==> config.mk <==
export PLATFORM = sky130hd
export DESIGN_NAME = pifr_top
export DESIGN_NICKNAME = d
export VERILOG_FILES = /design/src/pifr_pkg.sv /design/src/pifr_flag_bit.sv /design/src/pifr_top.sv
export VERILOG_INCLUDE_DIRS = /design/src
export SDC_FILE = /design/constraint.sdc
export NUM_CORES = 1
export LEC_CHECK = 0
export BUFFER_PORTS_ARGS = -buffer_cell sky130_fd_sc_hd__buf_2
export CAP_MARGIN = 0
export CORE_AREA = 2 2 84 66
export CTS_BUF_LIST = sky130_fd_sc_hd__clkbuf_8
export DETAILED_ROUTE_END_ITERATION = 10
export DIE_AREA = 0 0 86 68
export PLACE_DENSITY = 0.93
export SYNTH_ARGS = -nofsm -noshare
export SYNTH_HDL_FRONTEND = slang
export SYNTH_SLANG_ARGS = --single-unit
==> constraint.sdc <==
create_clock -name aclk -period 2.97 [get_ports aclk]
set_clock_uncertainty 0.15 [all_clocks]
set_input_delay 0.4455 -clock aclk [delete_from_list [all_inputs] [get_ports aclk]]
set_output_delay 0.4455 -clock aclk [all_outputs]
set_load 0.01 [all_outputs]
==> src/pifr_params.svh <==
// Register offsets, field positions, reset values and bus response codes.
// Assumes inclusion by bare name from the top module and the testbench.
`ifndef PIFR_PARAMS_SVH
`define PIFR_PARAMS_SVH
// ---------------------------------------------------------------
// Register byte addresses (printed offset is the index, times four)
// ---------------------------------------------------------------
`define PIFR_IDX_FLAGS_ONE 8'h0c
`define PIFR_IDX_FLAGS_TWO 8'h0d
`define PIFR_IDX_ENABLES_TWO 8'h8d
`define PIFR_IDX_POWER 8'h8e
`define PIFR_ADDR_W 12
`define PIFR_ADDR_FLAGS_ONE 12'h030
`define PIFR_ADDR_FLAGS_TWO 12'h034
`define PIFR_ADDR_ENABLES_TWO 12'h234
`define PIFR_ADDR_POWER 12'h238
// ---------------------------------------------------------------
// Field positions
// ---------------------------------------------------------------
`define PIFR_BIT_WIDE_OVF 0
`define PIFR_BIT_PERIOD 1
`define PIFR_BIT_CCP1 2
`define PIFR_BIT_SERIAL 3
`define PIFR_BIT_TX_EMPTY 4
`define PIFR_BIT_RX_FULL 5
`define PIFR_BIT_PARALLEL 7
`define PIFR_BIT_CCP2 0
`define PIFR_BIT_CCP2_EN 0
`define PIFR_BIT_BROWNOUT 0
`define PIFR_BIT_POWERON 1
// ---------------------------------------------------------------
// Reset values and bus answers
// ---------------------------------------------------------------
`define PIFR_FLAGS_RESET 8'h00
`define PIFR_RESP_OKAY 2'h0
`define PIFR_RESP_SLVERR 2'h2
`endif

==> src/pifr_pkg.sv <==
// Types for the peripheral flag block.
// Assumes pifr_params.svh is visible on the include path.
package pifr_pkg;
  // Events from the peripherals, each a one-cycle pulse
  typedef struct packed {
    logic parallel_access;
    logic serial_done;
    logic ccp1_event;
    logic ccp2_event;
    logic period_match;
    logic wide_overflow;
  } pifr_events_type;
  // Capture/compare unit mode
  typedef enum logic [1:0] {
    PIFR_MODE_OFF = 2'b00,
    PIFR_MODE_CAPTURE = 2'b01,
    PIFR_MODE_COMPARE = 2'b10,
    PIFR_MODE_PWM = 2'b11
  } pifr_ccp_mode_type;
  // Reset causes presented at power-up or reset
  typedef struct packed {
    logic power_on;
    logic brown_out;
  } pifr_cause_type;
  // Write channel state
  typedef enum logic [1:0] {
    PIFR_WR_IDLE = 2'b00,
    PIFR_WR_RESP = 2'b01
  } pifr_wr_state_type;
endpackage

==> src/pifr_flag_bit.sv <==
// One sticky flag bit: hardware set, software write, set wins.
// Assumes set and write strobes are synchronous one-cycle pulses.
`timescale 1ns/1ns
module pifr_flag_bit (
  // Clock and reset
  input wire logic aclk,
  input wire logic aresetn,
  // Hardware event and software write
  input wire logic set_pulse,
  input wire logic wr_en,
  input wire logic wr_val,
  // Stored flag
  output logic flag_r
);
  // -------------------------------------------------------------
  // Flag storage
  // -------------------------------------------------------------
  // A set in the same cycle as a clearing write must not be lost
  always_ff @(posedge aclk) begin
    if (!aresetn) begin
      flag_r <= 1'b0;
    end else if (set_pulse) begin
      flag_r <= 1'b1;
    end else if (wr_en) begin
      flag_r <= wr_val;
    end
  end

  // -------------------------------------------------------------
  // Checks
  // -------------------------------------------------------------
  set_wins_a: assert property (@(posedge aclk) disable iff (!aresetn)
    set_pulse |=> flag_r)
    else $error("flag not set after event");
  hold_value_a: assert property (@(posedge aclk) disable iff (!aresetn)
    (!set_pulse && !wr_en) |=> flag_r == $past(flag_r))
    else $error("flag changed without cause");
endmodule

==> src/pifr_top.sv <==
// Peripheral interrupt flags, enable and reset-cause status registers.
// Assumes events and USART levels are synchronous to aclk; AXI4-Lite slave.
`timescale 1ns/1ns
`include "pifr_params.svh"
module pifr_top #(
  parameter bit HAS_SERIAL = 1'b1,
  parameter bit HAS_PARALLEL = 1'b1,
  parameter bit HAS_BROWNOUT = 1'b1
) (
  // Clock and reset
  input wire logic aclk,
  input wire logic aresetn,
  // Reset cause, sampled while aresetn is low
  input wire pifr_pkg::pifr_cause_type reset_cause,
  input wire logic brownout_detect_enable,
  // Peripheral events and modes
  input wire pifr_pkg::pifr_events_type events,
  input wire pifr_pkg::pifr_ccp_mode_type ccp1_mode,
  input wire pifr_pkg::pifr_ccp_mode_type ccp2_mode,
  input wire logic rx_buffer_full,
  input wire logic tx_buffer_empty,
  // Flag outputs to the interrupt logic
  output logic [7:0] flags_one_r,
  output logic [7:0] flags_two_r,
  output logic capcomp_two_enable_r,
  // AXI4-Lite write address and data
  input wire logic [`PIFR_ADDR_W-1:0] s_axi_awaddr,
  input wire logic s_axi_awvalid,
  output logic s_axi_awready,
  input wire logic [31:0] s_axi_wdata,
  input wire logic [3:0] s_axi_wstrb,
  input wire logic s_axi_wvalid,
  output logic s_axi_wready,
  // AXI4-Lite write response
  output logic [1:0] s_axi_bresp,
  output logic s_axi_bvalid,
  input wire logic s_axi_bready,
  // AXI4-Lite read
  input wire logic [`PIFR_ADDR_W-1:0] s_axi_araddr,
  input wire logic s_axi_arvalid,
  output logic s_axi_arready,
  output logic [31:0] s_axi_rdata,
  output logic [1:0] s_axi_rresp,
  output logic s_axi_rvalid,
  input wire logic s_axi_rready
);
  import pifr_pkg::*;

  // -------------------------------------------------------------
  // Bus write path
  // -------------------------------------------------------------
  logic [`PIFR_ADDR_W-1:0] aw_addr_r;
  logic aw_have_r;
  logic [7:0] w_data_r;
  logic w_lane0_r;
  logic w_have_r;
  logic wr_fire;
  logic wr_sel_one;
  logic wr_sel_two;
  logic wr_sel_en;
  logic wr_sel_pwr;
  logic wr_known;
  pifr_wr_state_type wr_state_r;

  assign wr_fire = aw_have_r && w_have_r && (wr_state_r == PIFR_WR_IDLE);
  assign wr_sel_one = wr_fire && w_lane0_r &&
                      (aw_addr_r == `PIFR_ADDR_FLAGS_ONE);
  assign wr_sel_two = wr_fire && w_lane0_r &&
                      (aw_addr_r == `PIFR_ADDR_FLAGS_TWO);
  assign wr_sel_en = wr_fire && w_lane0_r &&
                     (aw_addr_r == `PIFR_ADDR_ENABLES_TWO);
  assign wr_sel_pwr = wr_fire && w_lane0_r &&
                      (aw_addr_r == `PIFR_ADDR_POWER);
  assign wr_known = (aw_addr_r == `PIFR_ADDR_FLAGS_ONE) ||
                    (aw_addr_r == `PIFR_ADDR_FLAGS_TWO) ||
                    (aw_addr_r == `PIFR_ADDR_ENABLES_TWO) ||
                    (aw_addr_r == `PIFR_ADDR_POWER);

  // Address and data are taken in either order and held until used
  always_ff @(posedge aclk) begin
    if (!aresetn) begin
      aw_have_r <= 1'b0;
      aw_addr_r <= '0;
      s_axi_awready <= 1'b0;
    end else if (wr_fire) begin
      aw_have_r <= 1'b0;
      s_axi_awready <= 1'b0;
    end else if (s_axi_awvalid && s_axi_awready) begin
      aw_have_r <= 1'b1;
      aw_addr_r <= s_axi_awaddr;
      s_axi_awready <= 1'b0;
    end else begin
      s_axi_awready <= !aw_have_r && (wr_state_r == PIFR_WR_IDLE);
    end
  end

  always_ff @(posedge aclk) begin
    if (!aresetn) begin
      w_have_r <= 1'b0;
      w_data_r <= 8'h00;
      w_lane0_r <= 1'b0;
      s_axi_wready <= 1'b0;
    end else if (wr_fire) begin
      w_have_r <= 1'b0;
      s_axi_wready <= 1'b0;
    end else if (s_axi_wvalid && s_axi_wready) begin
      w_have_r <= 1'b1;
      w_data_r <= s_axi_wdata[7:0];
      w_lane0_r <= s_axi_wstrb[0];
      s_axi_wready <= 1'b0;
    end else begin
      s_axi_wready <= !w_have_r && (wr_state_r == PIFR_WR_IDLE);
    end
  end

  // Response: unmapped addresses answer SLVERR and change nothing
  always_ff @(posedge aclk) begin
    if (!aresetn) begin
      wr_state_r <= PIFR_WR_IDLE;
      s_axi_bvalid <= 1'b0;
      s_axi_bresp <= `PIFR_RESP_OKAY;
    end else begin
      case (wr_state_r)
        PIFR_WR_IDLE: begin
          if (wr_fire) begin
            wr_state_r <= PIFR_WR_RESP;
            s_axi_bvalid <= 1'b1;
            s_axi_bresp <= wr_known ? `PIFR_RESP_OKAY : `PIFR_RESP_SLVERR;
          end
        end
        PIFR_WR_RESP: begin
          if (s_axi_bready) begin
            wr_state_r <= PIFR_WR_IDLE;
            s_axi_bvalid <= 1'b0;
          end
        end
        default: begin
          wr_state_r <= PIFR_WR_IDLE;
          s_axi_bvalid <= 1'b0;
        end
      endcase
    end
  end

  // -------------------------------------------------------------
  // Flag bits
  // -------------------------------------------------------------
  // PWM mode never raises a capture/compare flag
  logic ccp1_set;
  logic ccp2_set;
  logic [7:0] sw_set;
  logic [7:0] sw_en;
  logic [7:0] sw_q;
  logic ccp2_q;
  logic enable_two_r;

  assign ccp1_set = events.ccp1_event && (ccp1_mode == PIFR_MODE_CAPTURE ||
                    ccp1_mode == PIFR_MODE_COMPARE);
  assign ccp2_set = events.ccp2_event && (ccp2_mode == PIFR_MODE_CAPTURE ||
                    ccp2_mode == PIFR_MODE_COMPARE);
  assign sw_set = {events.parallel_access && HAS_PARALLEL, 1'b0, 2'b00,
                   events.serial_done, ccp1_set, events.period_match,
                   events.wide_overflow};
  // Bit 6 is reserved, bits 5 and 4 follow the USART directly
  assign sw_en = {HAS_PARALLEL, 1'b0, 2'b00, 4'hf} &
                 {8{wr_sel_one}};

  genvar gi;
  generate
    for (gi = 0; gi < 8; gi++) begin : g_flag
      pifr_flag_bit u_bit (
        .aclk(aclk),
        .aresetn(aresetn),
        .set_pulse(sw_set[gi]),
        .wr_en(sw_en[gi]),
        .wr_val(w_data_r[gi]),
        .flag_r(sw_q[gi])
      );
    end
  endgenerate

  pifr_flag_bit u_ccp2 (
    .aclk(aclk),
    .aresetn(aresetn),
    .set_pulse(ccp2_set),
    .wr_en(wr_sel_two),
    .wr_val(w_data_r[`PIFR_BIT_CCP2]),
    .flag_r(ccp2_q)
  );

  // Registered views of the flags; USART bits are live levels
  always_ff @(posedge aclk) begin
    if (!aresetn) begin
      flags_one_r <= `PIFR_FLAGS_RESET;
      flags_two_r <= `PIFR_FLAGS_RESET;
    end else begin
      flags_one_r <= sw_q;
      flags_one_r[`PIFR_BIT_RX_FULL] <=
        HAS_SERIAL && rx_buffer_full;
      flags_one_r[`PIFR_BIT_TX_EMPTY] <=
        HAS_SERIAL && tx_buffer_empty;
      flags_two_r <= {7'h00, ccp2_q};
    end
  end

  // Second enable register: one writable bit
  always_ff @(posedge aclk) begin
    if (!aresetn) begin
      enable_two_r <= 1'b0;
      capcomp_two_enable_r <= 1'b0;
    end else begin
      if (wr_sel_en) begin
        enable_two_r <= w_data_r[`PIFR_BIT_CCP2_EN];
      end
      capcomp_two_enable_r <= wr_sel_en ? w_data_r[`PIFR_BIT_CCP2_EN] :
                              enable_two_r;
    end
  end

  // -------------------------------------------------------------
  // Power control status
  // -------------------------------------------------------------
  // Cause bits live through a core reset, so they are caught in the
  // reset cycles by a clocked process, never as an async constant.
  logic poweron_bit_r;
  logic brownout_bit_r;

  always_ff @(posedge aclk) begin
    if (!aresetn) begin
      if (reset_cause.power_on) begin
        poweron_bit_r <= 1'b0;
      end
      if (reset_cause.brown_out || reset_cause.power_on) begin
        brownout_bit_r <= 1'b0;
      end
    end else if (wr_sel_pwr) begin
      poweron_bit_r <= w_data_r[`PIFR_BIT_POWERON];
      brownout_bit_r <= w_data_r[`PIFR_BIT_BROWNOUT];
    end
  end

  // -------------------------------------------------------------
  // Bus read path
  // -------------------------------------------------------------
  logic [7:0] rd_byte;
  logic rd_known;

  always_comb begin
    rd_byte = 8'h00;
    rd_known = 1'b1;
    case (s_axi_araddr)
      `PIFR_ADDR_FLAGS_ONE: rd_byte = flags_one_r;
      `PIFR_ADDR_FLAGS_TWO: rd_byte = flags_two_r;
      `PIFR_ADDR_ENABLES_TWO: rd_byte = {7'h00, enable_two_r};
      // Brown-out bit reads as stored when HAS_BROWNOUT is set, else only while detection is enabled
      `PIFR_ADDR_POWER: rd_byte = {6'h00, poweron_bit_r,
        brownout_bit_r && (HAS_BROWNOUT || brownout_detect_enable)};
      default: rd_known = 1'b0;
    endcase
  end

  // One read at a time: accept, answer next cycle, hold until rready
  always_ff @(posedge aclk) begin
    if (!aresetn) begin
      s_axi_arready <= 1'b0;
      s_axi_rvalid <= 1'b0;
      s_axi_rdata <= 32'h0000_0000;
      s_axi_rresp <= `PIFR_RESP_OKAY;
    end else if (s_axi_rvalid) begin
      if (s_axi_rready) begin
        s_axi_rvalid <= 1'b0;
        s_axi_arready <= 1'b1;
      end
    end else if (s_axi_arvalid && s_axi_arready) begin
      s_axi_arready <= 1'b0;
      s_axi_rvalid <= 1'b1;
      s_axi_rdata <= {24'h000000, rd_byte};
      s_axi_rresp <= rd_known ? `PIFR_RESP_OKAY : `PIFR_RESP_SLVERR;
    end else begin
      s_axi_arready <= 1'b1;
    end
  end

  // -------------------------------------------------------------
  // Checks and covers
  // -------------------------------------------------------------
  overflow_flag_a: assert property (@(posedge aclk) disable iff (!aresetn)
    events.wide_overflow |-> ##2 flags_one_r[`PIFR_BIT_WIDE_OVF])
    else $error("overflow flag missing");
  pwm_quiet_a: assert property (@(posedge aclk) disable iff (!aresetn)
    (ccp1_mode == PIFR_MODE_PWM && !sw_q[`PIFR_BIT_CCP1] && !sw_en[2])
    |=> !sw_q[`PIFR_BIT_CCP1])
    else $error("ccp1 flag set in pwm mode");
  rx_level_a: assert property (@(posedge aclk) disable iff (!aresetn)
    ##1 flags_one_r[`PIFR_BIT_RX_FULL] == (HAS_SERIAL &&
    $past(rx_buffer_full)))
    else $error("rx flag does not follow buffer");
  reserved_zero_a: assert property (@(posedge aclk) disable iff (!aresetn)
    flags_one_r[6] == 1'b0 && flags_two_r[7:1] == 7'h00)
    else $error("reserved flag bit set");
  read_answer_a: assert property (@(posedge aclk) disable iff (!aresetn)
    (s_axi_arvalid && s_axi_arready) |=> s_axi_rvalid)
    else $error("read not answered");
  write_resp_a: assert property (@(posedge aclk) disable iff (!aresetn)
    wr_fire |=> s_axi_bvalid ##0 $stable(flags_two_r[7:1]))
    else $error("write not answered");
  enable_store_a: assert property (@(posedge aclk) disable iff (!aresetn)
    wr_sel_en |=> capcomp_two_enable_r == $past(w_data_r[0]))
    else $error("enable not stored");
  poweron_hold_a: assert property (@(posedge aclk) disable iff (!aresetn)
    !wr_sel_pwr |=> $stable(poweron_bit_r))
    else $error("power-on bit changed");
  cov_ccp2_c: cover property (@(posedge aclk) ccp2_set ##2 flags_two_r[0]);
  cov_clear_c: cover property (@(posedge aclk) wr_sel_one && !w_data_r[0]);
  cov_race_c: cover property (@(posedge aclk)
    wr_sel_one && sw_set[`PIFR_BIT_WIDE_OVF]);
  cov_pwr_c: cover property (@(posedge aclk) wr_sel_pwr);
endmodule

==> impl_metrics.yaml, run 1 <==
outcome:
  outcome: "finished, final reports clean"
worst_setup_path:
  crit_path_end_kind: "flip-flop"
  cp-start-kind: "flip-flop"
  worstSetupPathType: "reg2reg"
  cp.arrival_ns: 1.76
  path_max_fanout: 3
  worstPathCellList: "or4b_4 -> nor4_1 -> nand2_1 -> o21ai_0"
  critPathMaxStageDelay_ns: 0.58
  cp.required_ns: 2.82
  critPathSlowestCell: "or4b_4"
pwr:
  peakVddDrop_uv: 204
  intPower_uw: 959
  combPwrFrac_pct: 13.7
  p_leak_uw: 0.00127
  switching_share_pct: 26.5
  seqPwrFrac_pct: 57.3
  p_switching_uw: 346
  cellPowerDensity_mw_per_mm2: 473
  p_clk_share_pct: 29.0
die:
  rows: 23
  coreArea_mm2: 0.00509
  fp.dieW_um: 86
  die_h_um: 68
  ios: 140
  die_area_mm2: 0.00585
  start_util_pct: 47.1
clocking:
  cts_root_buf: "clkbuf_8"
  cts.clk_slew.worst_paths_ns: 0.09
  cts_made_buffers: 5
  htree_levels: 2
  ctsHoldBuffers: 0
  cts_tree: "built"
  postCtsSetupRepairBufs: 0
  ctsResizeCount: 0
  clockBufferDepth: 2
  cts_sinks: 51
  insertion_delay_ns: 0.30
global_routing:
  use_met1_pct: 22.5
  grt_antenna_before_repair: 0
  grt.busiest_layer: "met2"
  grt_pass1_vias: 1742
  use_met2_pct: 26.9
  grt_pass1_wl_um: 7700
  grt_max_degree: 29
  grt_usage_pct: 16.8
  grt_overflow: 0
  gr-usage-met3_pct: 3.98
route:
  drtIter0Drc: 96
  vias: 1926
  drt_pass1_iterations: 4
  wirelength_um: 4910
  drc_errors: 0
  antenna_left: 0
  via_per_inst: 4.89
  wl_per_cell_um: 12.5
yosys:
  avgSynthCellArea_um2: 9.19
  synth_enable_flop_cells: 2
  synthFlopType: "dfxtp_1"
  synth_top_cell_by_area: "dfxtp_1"
  ys.warnings.count: 0
  ys_seq_area_share_pct: 43.4
  synth_async_sr_flop_share_pct: 0
  synth_area_leaders: "dfxtp_1, buf_4, a21boi_0"
  syn_inst: 261
  synth_top_area_share_pct: 40.9
  synth_most_common_cell: "dfxtp_1"
  synth.ff_latch_count: 51
  post_synth_num_cell_types: 44
  syn_area_mm2: 0.00240
  netlist_top_cells_count: "dfxtp_1, buf_4, nand2_1, a21boi_0, clkbuf_1"
cells_and_area:
  regArea_mm2: 0.00104
  final_area_mm2: 0.00276
  antennaDiodeCount: 0
  multi_input_area_mm2: 0.00116
  fin_nets: 413
  fillers: 488
  drive_gt1_share_pct: 25.9
  synthToLayoutAreaGrowth_pct: 15.0
  fin_util_pct: 54.2
sta:
  min_period_ns: 1.91
  rsz0062_at_grt: "false"
  setup-tns-final_ns: 0
  post-route-period-util_pct: 64.4
  fmax_mhz: 522
  slew_headroom_pct: 40.9
  hold_viol: 0
  worst_pin_slew_ns: 0.878
  timing.final.ws_setup_ns: 1.06
  finalMaxSlewViolations: 0
  setup_viol: 0
min_path:
  holdCritPathClass: "in2reg"
placement:
  dp.final_hpwl_um: 3780
  place.gp.congestion: 0.831
  dp_worst_setup_slack_ns: 0.844
  placed_cell_area_mm2: 0.00268
  numPortBuffers: 73
job:
  maxCapViolCount: 0
## worst paths after layout
| path | slack, ns | depth (start not counted) | endpoint | startpoint |
|---|---|---|---|---|
| hold / removal | 0.20 | 2 | flags_one_r[4]$_SDFF_PN0_ | tx_buffer_empty |
| setup / recovery | 1.06 | 4 | brownout_bit_r$_SDFFCE_PN0P_ | aw_addr_r[6]$_SDFFE_PN0P_ |
| setup reg to reg | 1.06 | 4 | brownout_bit_r$_SDFFCE_PN0P_ | aw_addr_r[6]$_SDFFE_PN0P_ |
| hold reg to reg | 0.32 | 2 | aw_addr_r[5]$_SDFFE_PN0P_ | aw_addr_r[5]$_SDFFE_PN0P_ |
## sequential cells by signal, summed over array words and instances (netlist names), 5 cells and up
register             count
w_data_r                 5
s_axi_rdata              7
g_flag.u_bit.flag_r      5
aw_addr_r               12
flags_one_r              7
## power by group through the flow
stage / registers (uW) / logic, uW / clock network [uW]
global placement: 762 / 172 / 0
CTS: 748 / 178 / 388
global route: 753 / 201 / 416
detailed placement: 764 / 177 / 0
floorplan: 763 / 142 / 0
finish: 748 / 178 / 379
## worst max-delay path, delay by kind of cell (launching register included)
family	cells	cell delay, ns
AOI/OAI and AO/OA	1	0.12
DFF	1	0.32
and+or+nand+nor	3	1.03
## final cells by class
type                       count  share of cell area, %
clock buffer                   5                   2.49
clock inverter                 3                  0.454
inverter                       7                  0.952
multi-input combinational    192                   42.0
sequential                    51                   37.7
tap                           62                   2.81
timing repair buffer          74                   13.5
## logic make-up after synthesis
group / synth area share [%]
compound gates: 14.7
xor+xnor: 1.46
buf+inv: 13.6
flops: 43.4
mux: 2.92
other cells: 0.156
simple gates: 23.8
## layer usage
metal / wire (um) / vias up
met5: 0 / -
met4: 57 / 0
met3: 371 / 6
met2: 2140 / 78
met1: 2350 / 869
li1: - / 973
## per-stage QoR
stage / hold WS [ns] / std cells / power (uW)
floorplan: 0.254 / 295 / 905
global placement: 0.276 / 386 / 934
detailed placement: 0.306 / 386 / 942
CTS: 0.192 / 394 / 1310
global route: 0.197 / 394 / 1370
finish: 0.198 / 394 / 1310
## cells in the final DEF (no fill, tap or decap), drive strengths merged, types with 4 or more instances in the layout
cell type  instances
nand3              4
nand2b             5
nand2             30
nor3               9
and3               6
buf               74
nor2               5
nor2b              9
a22o               6
conb              35
clkbuf             5
a21boi            16
mux2i              7
dfxtp             49
and2              10
a211oi             5
nor4               5
o31ai              4
inv                9
o21ai              6
No activity file was read; power rests on OpenSTA's default activity.
==> run 2: changes to the inputs <==
--- a/config.mk
+++ b/config.mk
@@ -8,11 +8,11 @@
 export LEC_CHECK = 0
 export BUFFER_PORTS_ARGS = -buffer_cell sky130_fd_sc_hd__buf_2
 export CAP_MARGIN = 0
-export CORE_AREA = 2 2 84 66
+export CORE_AREA = 2 2 88 69
 export CTS_BUF_LIST = sky130_fd_sc_hd__clkbuf_8
 export DETAILED_ROUTE_END_ITERATION = 10
-export DIE_AREA = 0 0 86 68
-export PLACE_DENSITY = 0.93
+export DIE_AREA = 0 0 90 71
+export PLACE_DENSITY = 0.86
 export SYNTH_ARGS = -nofsm -noshare
 export SYNTH_HDL_FRONTEND = slang
 export SYNTH_SLANG_ARGS = --single-unit
==> constraint.sdc (replaced) <==
create_clock -name aclk -period 1.9 [get_ports aclk]
set_clock_uncertainty 0.15 [all_clocks]
set_input_delay 0.285 -clock aclk [delete_from_list [all_inputs] [get_ports aclk]]
set_output_delay 0.285 -clock aclk [all_outputs]
set_load 0.01 [all_outputs]
==> run 2 against run 1 <==
Combinational power up 67%. Count of clock-buffer cells in the layout up 1. Hold slack worse by 0.15 ns. Via count up 1.2%. Critical endpoint is now g_flag[2].u_bit.flag_r$_SDFFE_PN0P_. Final cell count up 5.6%. Clock power up 65%.
==> impl_metrics.yaml, run 2 (synthesis results as in run 1) <==
outcome:
  outcome: "finished, final reports clean"
clocking:
  cts_root_buf: "clkbuf_8"
  postCtsSetupRepairBufs: 0
  cts_made_buffers: 5
  cts_tree: "built"
  clockBufferDepth: 2
  ctsHoldBuffers: 0
  htree_levels: 2
  cts.clk_slew.worst_paths_ns: 0.09
  insertion_delay_ns: 0.29
  cts_sinks: 51
worst_setup_path:
  path_max_fanout: 6
  cp-start-kind: "flip-flop"
  crit_path_end_kind: "flip-flop"
  critPathTopFamily: "simple AND/OR/NAND/NOR gates"
  cp.required_ns: 1.94
  worstSetupPathType: "reg2reg"
  critPathMaxStageDelay_ns: 0.48
  r2r-start: "aw_addr_r[4]$_SDFFE_PN0P_"
  cp-startpoint: "aw_addr_r[4]$_SDFFE_PN0P_"
  crit_buf_inv: 0
  critPathSlowestCell: "or3b_2"
  cp.arrival_ns: 1.88
  worstPathCellList: "or3b_2 -> nor4_4 -> a31oi_1 -> o21a_1"
die:
  coreArea_mm2: 0.00559
  die_h_um: 71
  start_util_pct: 43.0
  fp.dieW_um: 90
  ios: 140
  rows: 24
  die_area_mm2: 0.00639
sta:
  post-route-period-util_pct: 96.5
  setup_viol: 0
  slew_headroom_pct: 66.7
  worst_pin_slew_ns: 0.494
  fmax_mhz: 545
  finalMaxSlewViolations: 0
  timing.final.ws_setup_ns: 0.0663
  hold_viol: 0
  min_period_ns: 1.83
  hold_ws_ns: 0.0448
  rsz0062_at_grt: "false"
cells_and_area:
  layout_commonest_cell: "buf_2"
  synthToLayoutAreaGrowth_pct: 20.0
  largestRegisters: "aw_addr_r x12, flags_one_r x7, s_axi_rdata x7"
  fillers: 550
  fin_nets: 420
  mostFrequentLayoutCells: "buf_2, dfxtp_1, conb_1"
  regMostFlops: "aw_addr_r"
  largest_reg_flops: 12
  drive_gt1_share_pct: 30.2
  antennaDiodeCount: 0
placement:
  dp.final_hpwl_um: 4060
  place.gp.congestion: 0.785
  numPortBuffers: 73
  dp_worst_setup_slack_ns: -0.0194
global_routing:
  grt_pass1_vias: 1859
  grt_usage_pct: 16.1
  grt_pass1_wl_um: 8400
  grt_overflow: 0
  grt_max_degree: 28
  grt_antenna_before_repair: 0
min_path:
  holdCritPathClass: "in2reg"
  min_from: "tx_buffer_empty"
pwr:
  cellPowerDensity_mw_per_mm2: 727
  p_leak_uw: 0.00131
  peakVddDrop_uv: 381
route:
  vias: 1950
  wirelength_um: 5160
  drc_errors: 0
  drt_pass1_iterations: 4
  wl_per_cell_um: 12.4
  via_per_inst: 4.69
  drtIter0Drc: 76
  antenna_left: 0
job:
  maxCapViolCount: 0
-- run 2: final cells by class --
| class | instances | area, um^2 | share of cell area (%) |
|---|---|---|---|
| Inverter | 7 | 26.3 | 0.913 |
| Clock buffer | 6 | 82.6 | 2.87 |
| Multi-Input combinational cell | 192 | 1190 | 41.5 |
| Tap cell | 78 | 97.6 | 3.39 |
| Clock inverter | 1 | 5.00 | 0.174 |
| Sequential cell | 51 | 1040 | 36.2 |
| Timing Repair Buffer | 81 | 429 | 14.9 |
-- run 2: metrics by stage --
step | total power (uW) | cells | setup TNS, ns | instance area (um^2) | utilization [%]
5_1_grt | 2190 | 416 | 0 | 2880 | 51.5
4_1_cts | 2100 | 416 | 0 | 2840 | 50.9
3_5_place_dp | 1480 | 409 | -0.0363 | 2750 | 49.2
6_report | 2090 | 416 | 0 | 2880 | 51.5
2_1_floorplan | 1410 | 295 | 0 | 2530 | -
3_3_place_gp | 1470 | 409 | 0 | 2750 | 49.2
-- run 2: worst paths after layout --
kind                                                             to  slack, ns  cells past startpoint
worst max-delay path            g_flag[2].u_bit.flag_r$_SDFFE_PN0P_       0.07                      4
worst min-delay path                      flags_one_r[4]$_SDFF_PN0_       0.04                      2
worst max register to register  g_flag[2].u_bit.flag_r$_SDFFE_PN0P_       0.07                      4
worst min register to register            flags_two_r[0]$_SDFF_PN0_       0.30                      2
-- run 2: power breakdown --
| part | switching [uW] | leakage, uW | internal, uW |
|---|---|---|---|
| registers | 38.0 | 0.000422 | 1130 |
| logic | 166 | 0.000843 | 131 |
| clock network | 340 | 0.0000470 | 287 |
-- run 2: what timing repair did --
action	4_1_cts	5_1_grt
endpoints found under the setup margin	2	7
gates resized for setup	1	9
pin swaps	0	7
-- run 2: layer usage --
| metal | vias up | global-route usage, % | wire length (um) |
|---|---|---|---|
| met3 | 6 | 5.01 | 405 |
| li1 | 987 | - | - |
| met1 | 882 | 21.7 | 2400 |
| met4 | 0 | 3.59 | 36 |
| met5 | - | 0 | 0 |
| met2 | 75 | 25.6 | 2320 |
==> run 3: changes to the inputs <==
--- a/config.mk
+++ b/config.mk
@@ -12,6 +12,7 @@
 export CTS_BUF_LIST = sky130_fd_sc_hd__clkbuf_8
 export DETAILED_ROUTE_END_ITERATION = 10
 export DIE_AREA = 0 0 90 71
+export MAX_ROUTING_LAYER = met4
 export PLACE_DENSITY = 0.86
 export SYNTH_ARGS = -nofsm -noshare
 export SYNTH_HDL_FRONTEND = slang
==> run 3 against run 2 <==
First-iteration DRC count grew 11%. Sequential share of layout area hardly changed. Design area about the same. Utilization about the same. Register-to-register slack about the same. Total power rose by 0.19%. Non-clock buffer count unchanged. Fmax increased by 0.39%. Critical path depth did not move. Final cell count unchanged. Critical endpoint unchanged.
==> impl_metrics.yaml, run 3 (synthesis results as in run 1) <==
placement:
  place.gp.congestion: 0.796
  numPortBuffers: 73
  dp.final_hpwl_um: 4060
worst_setup_path:
  path_max_fanout: 6
  cp-start-kind: "flip-flop"
  worstSetupPathType: "reg2reg"
  cp.arrival_ns: 1.87
  cp.required_ns: 1.94
  crit_path_end_kind: "flip-flop"
global_routing:
  grt_pass1_vias: 1859
  grt_overflow: 0
  grt_antenna_before_repair: 0
  grt_usage_pct: 16.7
  grt_max_degree: 28
  grt_pass1_wl_um: 8430
route:
  drtIter0Drc: 84
  drt_pass1_iterations: 4
  via_per_inst: 4.67
  drc_errors: 0
  wl_per_cell_um: 12.4
  wirelength_um: 5160
  antenna_left: 0
  vias: 1943
cells_and_area:
  mostFrequentLayoutCells: "buf_2, dfxtp_1, conb_1"
  drive_gt1_share_pct: 30.5
  regMostFlops: "aw_addr_r"
  antennaDiodeCount: 0
  multi_input_area_mm2: 0.00119
  fillers: 551
  fin_util_pct: 51.6
  layout_commonest_cell: "buf_2"
  regArea_mm2: 0.00104
  largest_reg_flops: 12
  synthToLayoutAreaGrowth_pct: 20.0
  largestRegisters: "aw_addr_r x12, flags_one_r x7, s_axi_rdata x7"
  fin_nets: 420
sta:
  setup-tns-final_ns: 0
  slew_headroom_pct: 66.9
  rsz0062_at_grt: "false"
  post-route-period-util_pct: 96.1
  hold_viol: 0
  worst_pin_slew_ns: 0.493
  finalMaxSlewViolations: 0
  min_period_ns: 1.83
  fmax_mhz: 547
  setup_viol: 0
die:
  die_area_mm2: 0.00639
  coreArea_mm2: 0.00559
  rows: 24
  ios: 140
  fp.dieW_um: 90
  start_util_pct: 43.0
  die_h_um: 71
clocking:
  cts_root_buf: "clkbuf_8"
  clockBufferDepth: 2
  htree_levels: 2
  ctsHoldBuffers: 0
  cts_made_buffers: 5
  cts.clk_slew.worst_paths_ns: 0.10
  cts_sinks: 51
  insertion_delay_ns: 0.30
  postCtsSetupRepairBufs: 0
  cts_tree: "built"
pwr:
  p_leak_uw: 0.00131
  peakVddDrop_uv: 388
  cellPowerDensity_mw_per_mm2: 728
  total_power_uw: 2100
min_path:
  holdCritPathClass: "in2reg"
outcome:
  outcome: "finished, final reports clean"
job:
  maxCapViolCount: 0
==> run 3: cell counts in the layout (fill, tap and decap cells not counted) <==
Identical to the previous run, type by type.
==> run 3: layout make-up <==
class | count | area share, %
flip-flops and latches | 51 | 36.3
multi-input cells | 192 | 41.5
clock buffers | 6 | 2.87
clock inverters | 1 | 0.174
repair buffers | 81 | 14.9
well taps | 78 | 3.39
inverters | 7 | 0.912
==> run 3: worst paths after layout <==
path	slack (ns)	end	cells after the start	start
worst max-delay path	0.07	g_flag[2].u_bit.flag_r$_SDFFE_PN0P_	4	aw_addr_r[3]$_SDFFE_PN0P_
worst min register to register	0.31	flags_two_r[0]$_SDFF_PN0_	2	u_ccp2.flag_r$_SDFFE_PN0P_
worst min-delay path	0.04	flags_one_r[4]$_SDFF_PN0_	2	tx_buffer_empty
worst max register to register	0.07	g_flag[2].u_bit.flag_r$_SDFFE_PN0P_	4	aw_addr_r[3]$_SDFFE_PN0P_
==> run 3: worst max-delay path: stages (launching register included) <==
cell	delay [ns]
dfxtp_1	0.36
or3b_2	0.50
nor4_4	0.36
a31oi_1	0.14
o21a_1	0.19
==> run 3: report_power, final <==
| part | switching, uW | total [uW] | internal (uW) | leakage (uW) |
|---|---|---|---|---|
| logic | 166 | 297 | 131 | 0.000843 |
| clock network | 344 | 631 | 287 | 0.0000470 |
| registers | 38.1 | 1170 | 1130 | 0.000422 |
| total | 548 | 2100 | 1550 | 0.00131 |
==> run 3: per-layer routing <==
layer / vias up / wire length, um / global-route usage (%)
met5: - / 0 / -
met4: 0 / 31 / 3.08
met3: 4 / 392 / 5.64
met2: 73 / 2300 / 25.5
met1: 878 / 2430 / 21.9
li1: 988 / - / -
==> run 3: timing repair <==
item / CTS / global route
resized for setup: 1 / 10
pin swaps: 0 / 7
setup endpoints to repair: 2 / 7
==> run 3: metrics by stage <==
stage | instance area (um^2) | setup slack [ns] | hold slack, ns | cells
after floorplan | 2530 | 0.110 | 0.235 | 295
after global routing | 2880 | 0.0106 | 0.0419 | 416
after global placement | 2750 | 0.00833 | 0.267 | 409
after CTS | 2840 | 0.0206 | 0.0352 | 416
after detailed placement | 2750 | -0.0194 | 0.272 | 409
final | 2880 | 0.0733 | 0.0442 | 416
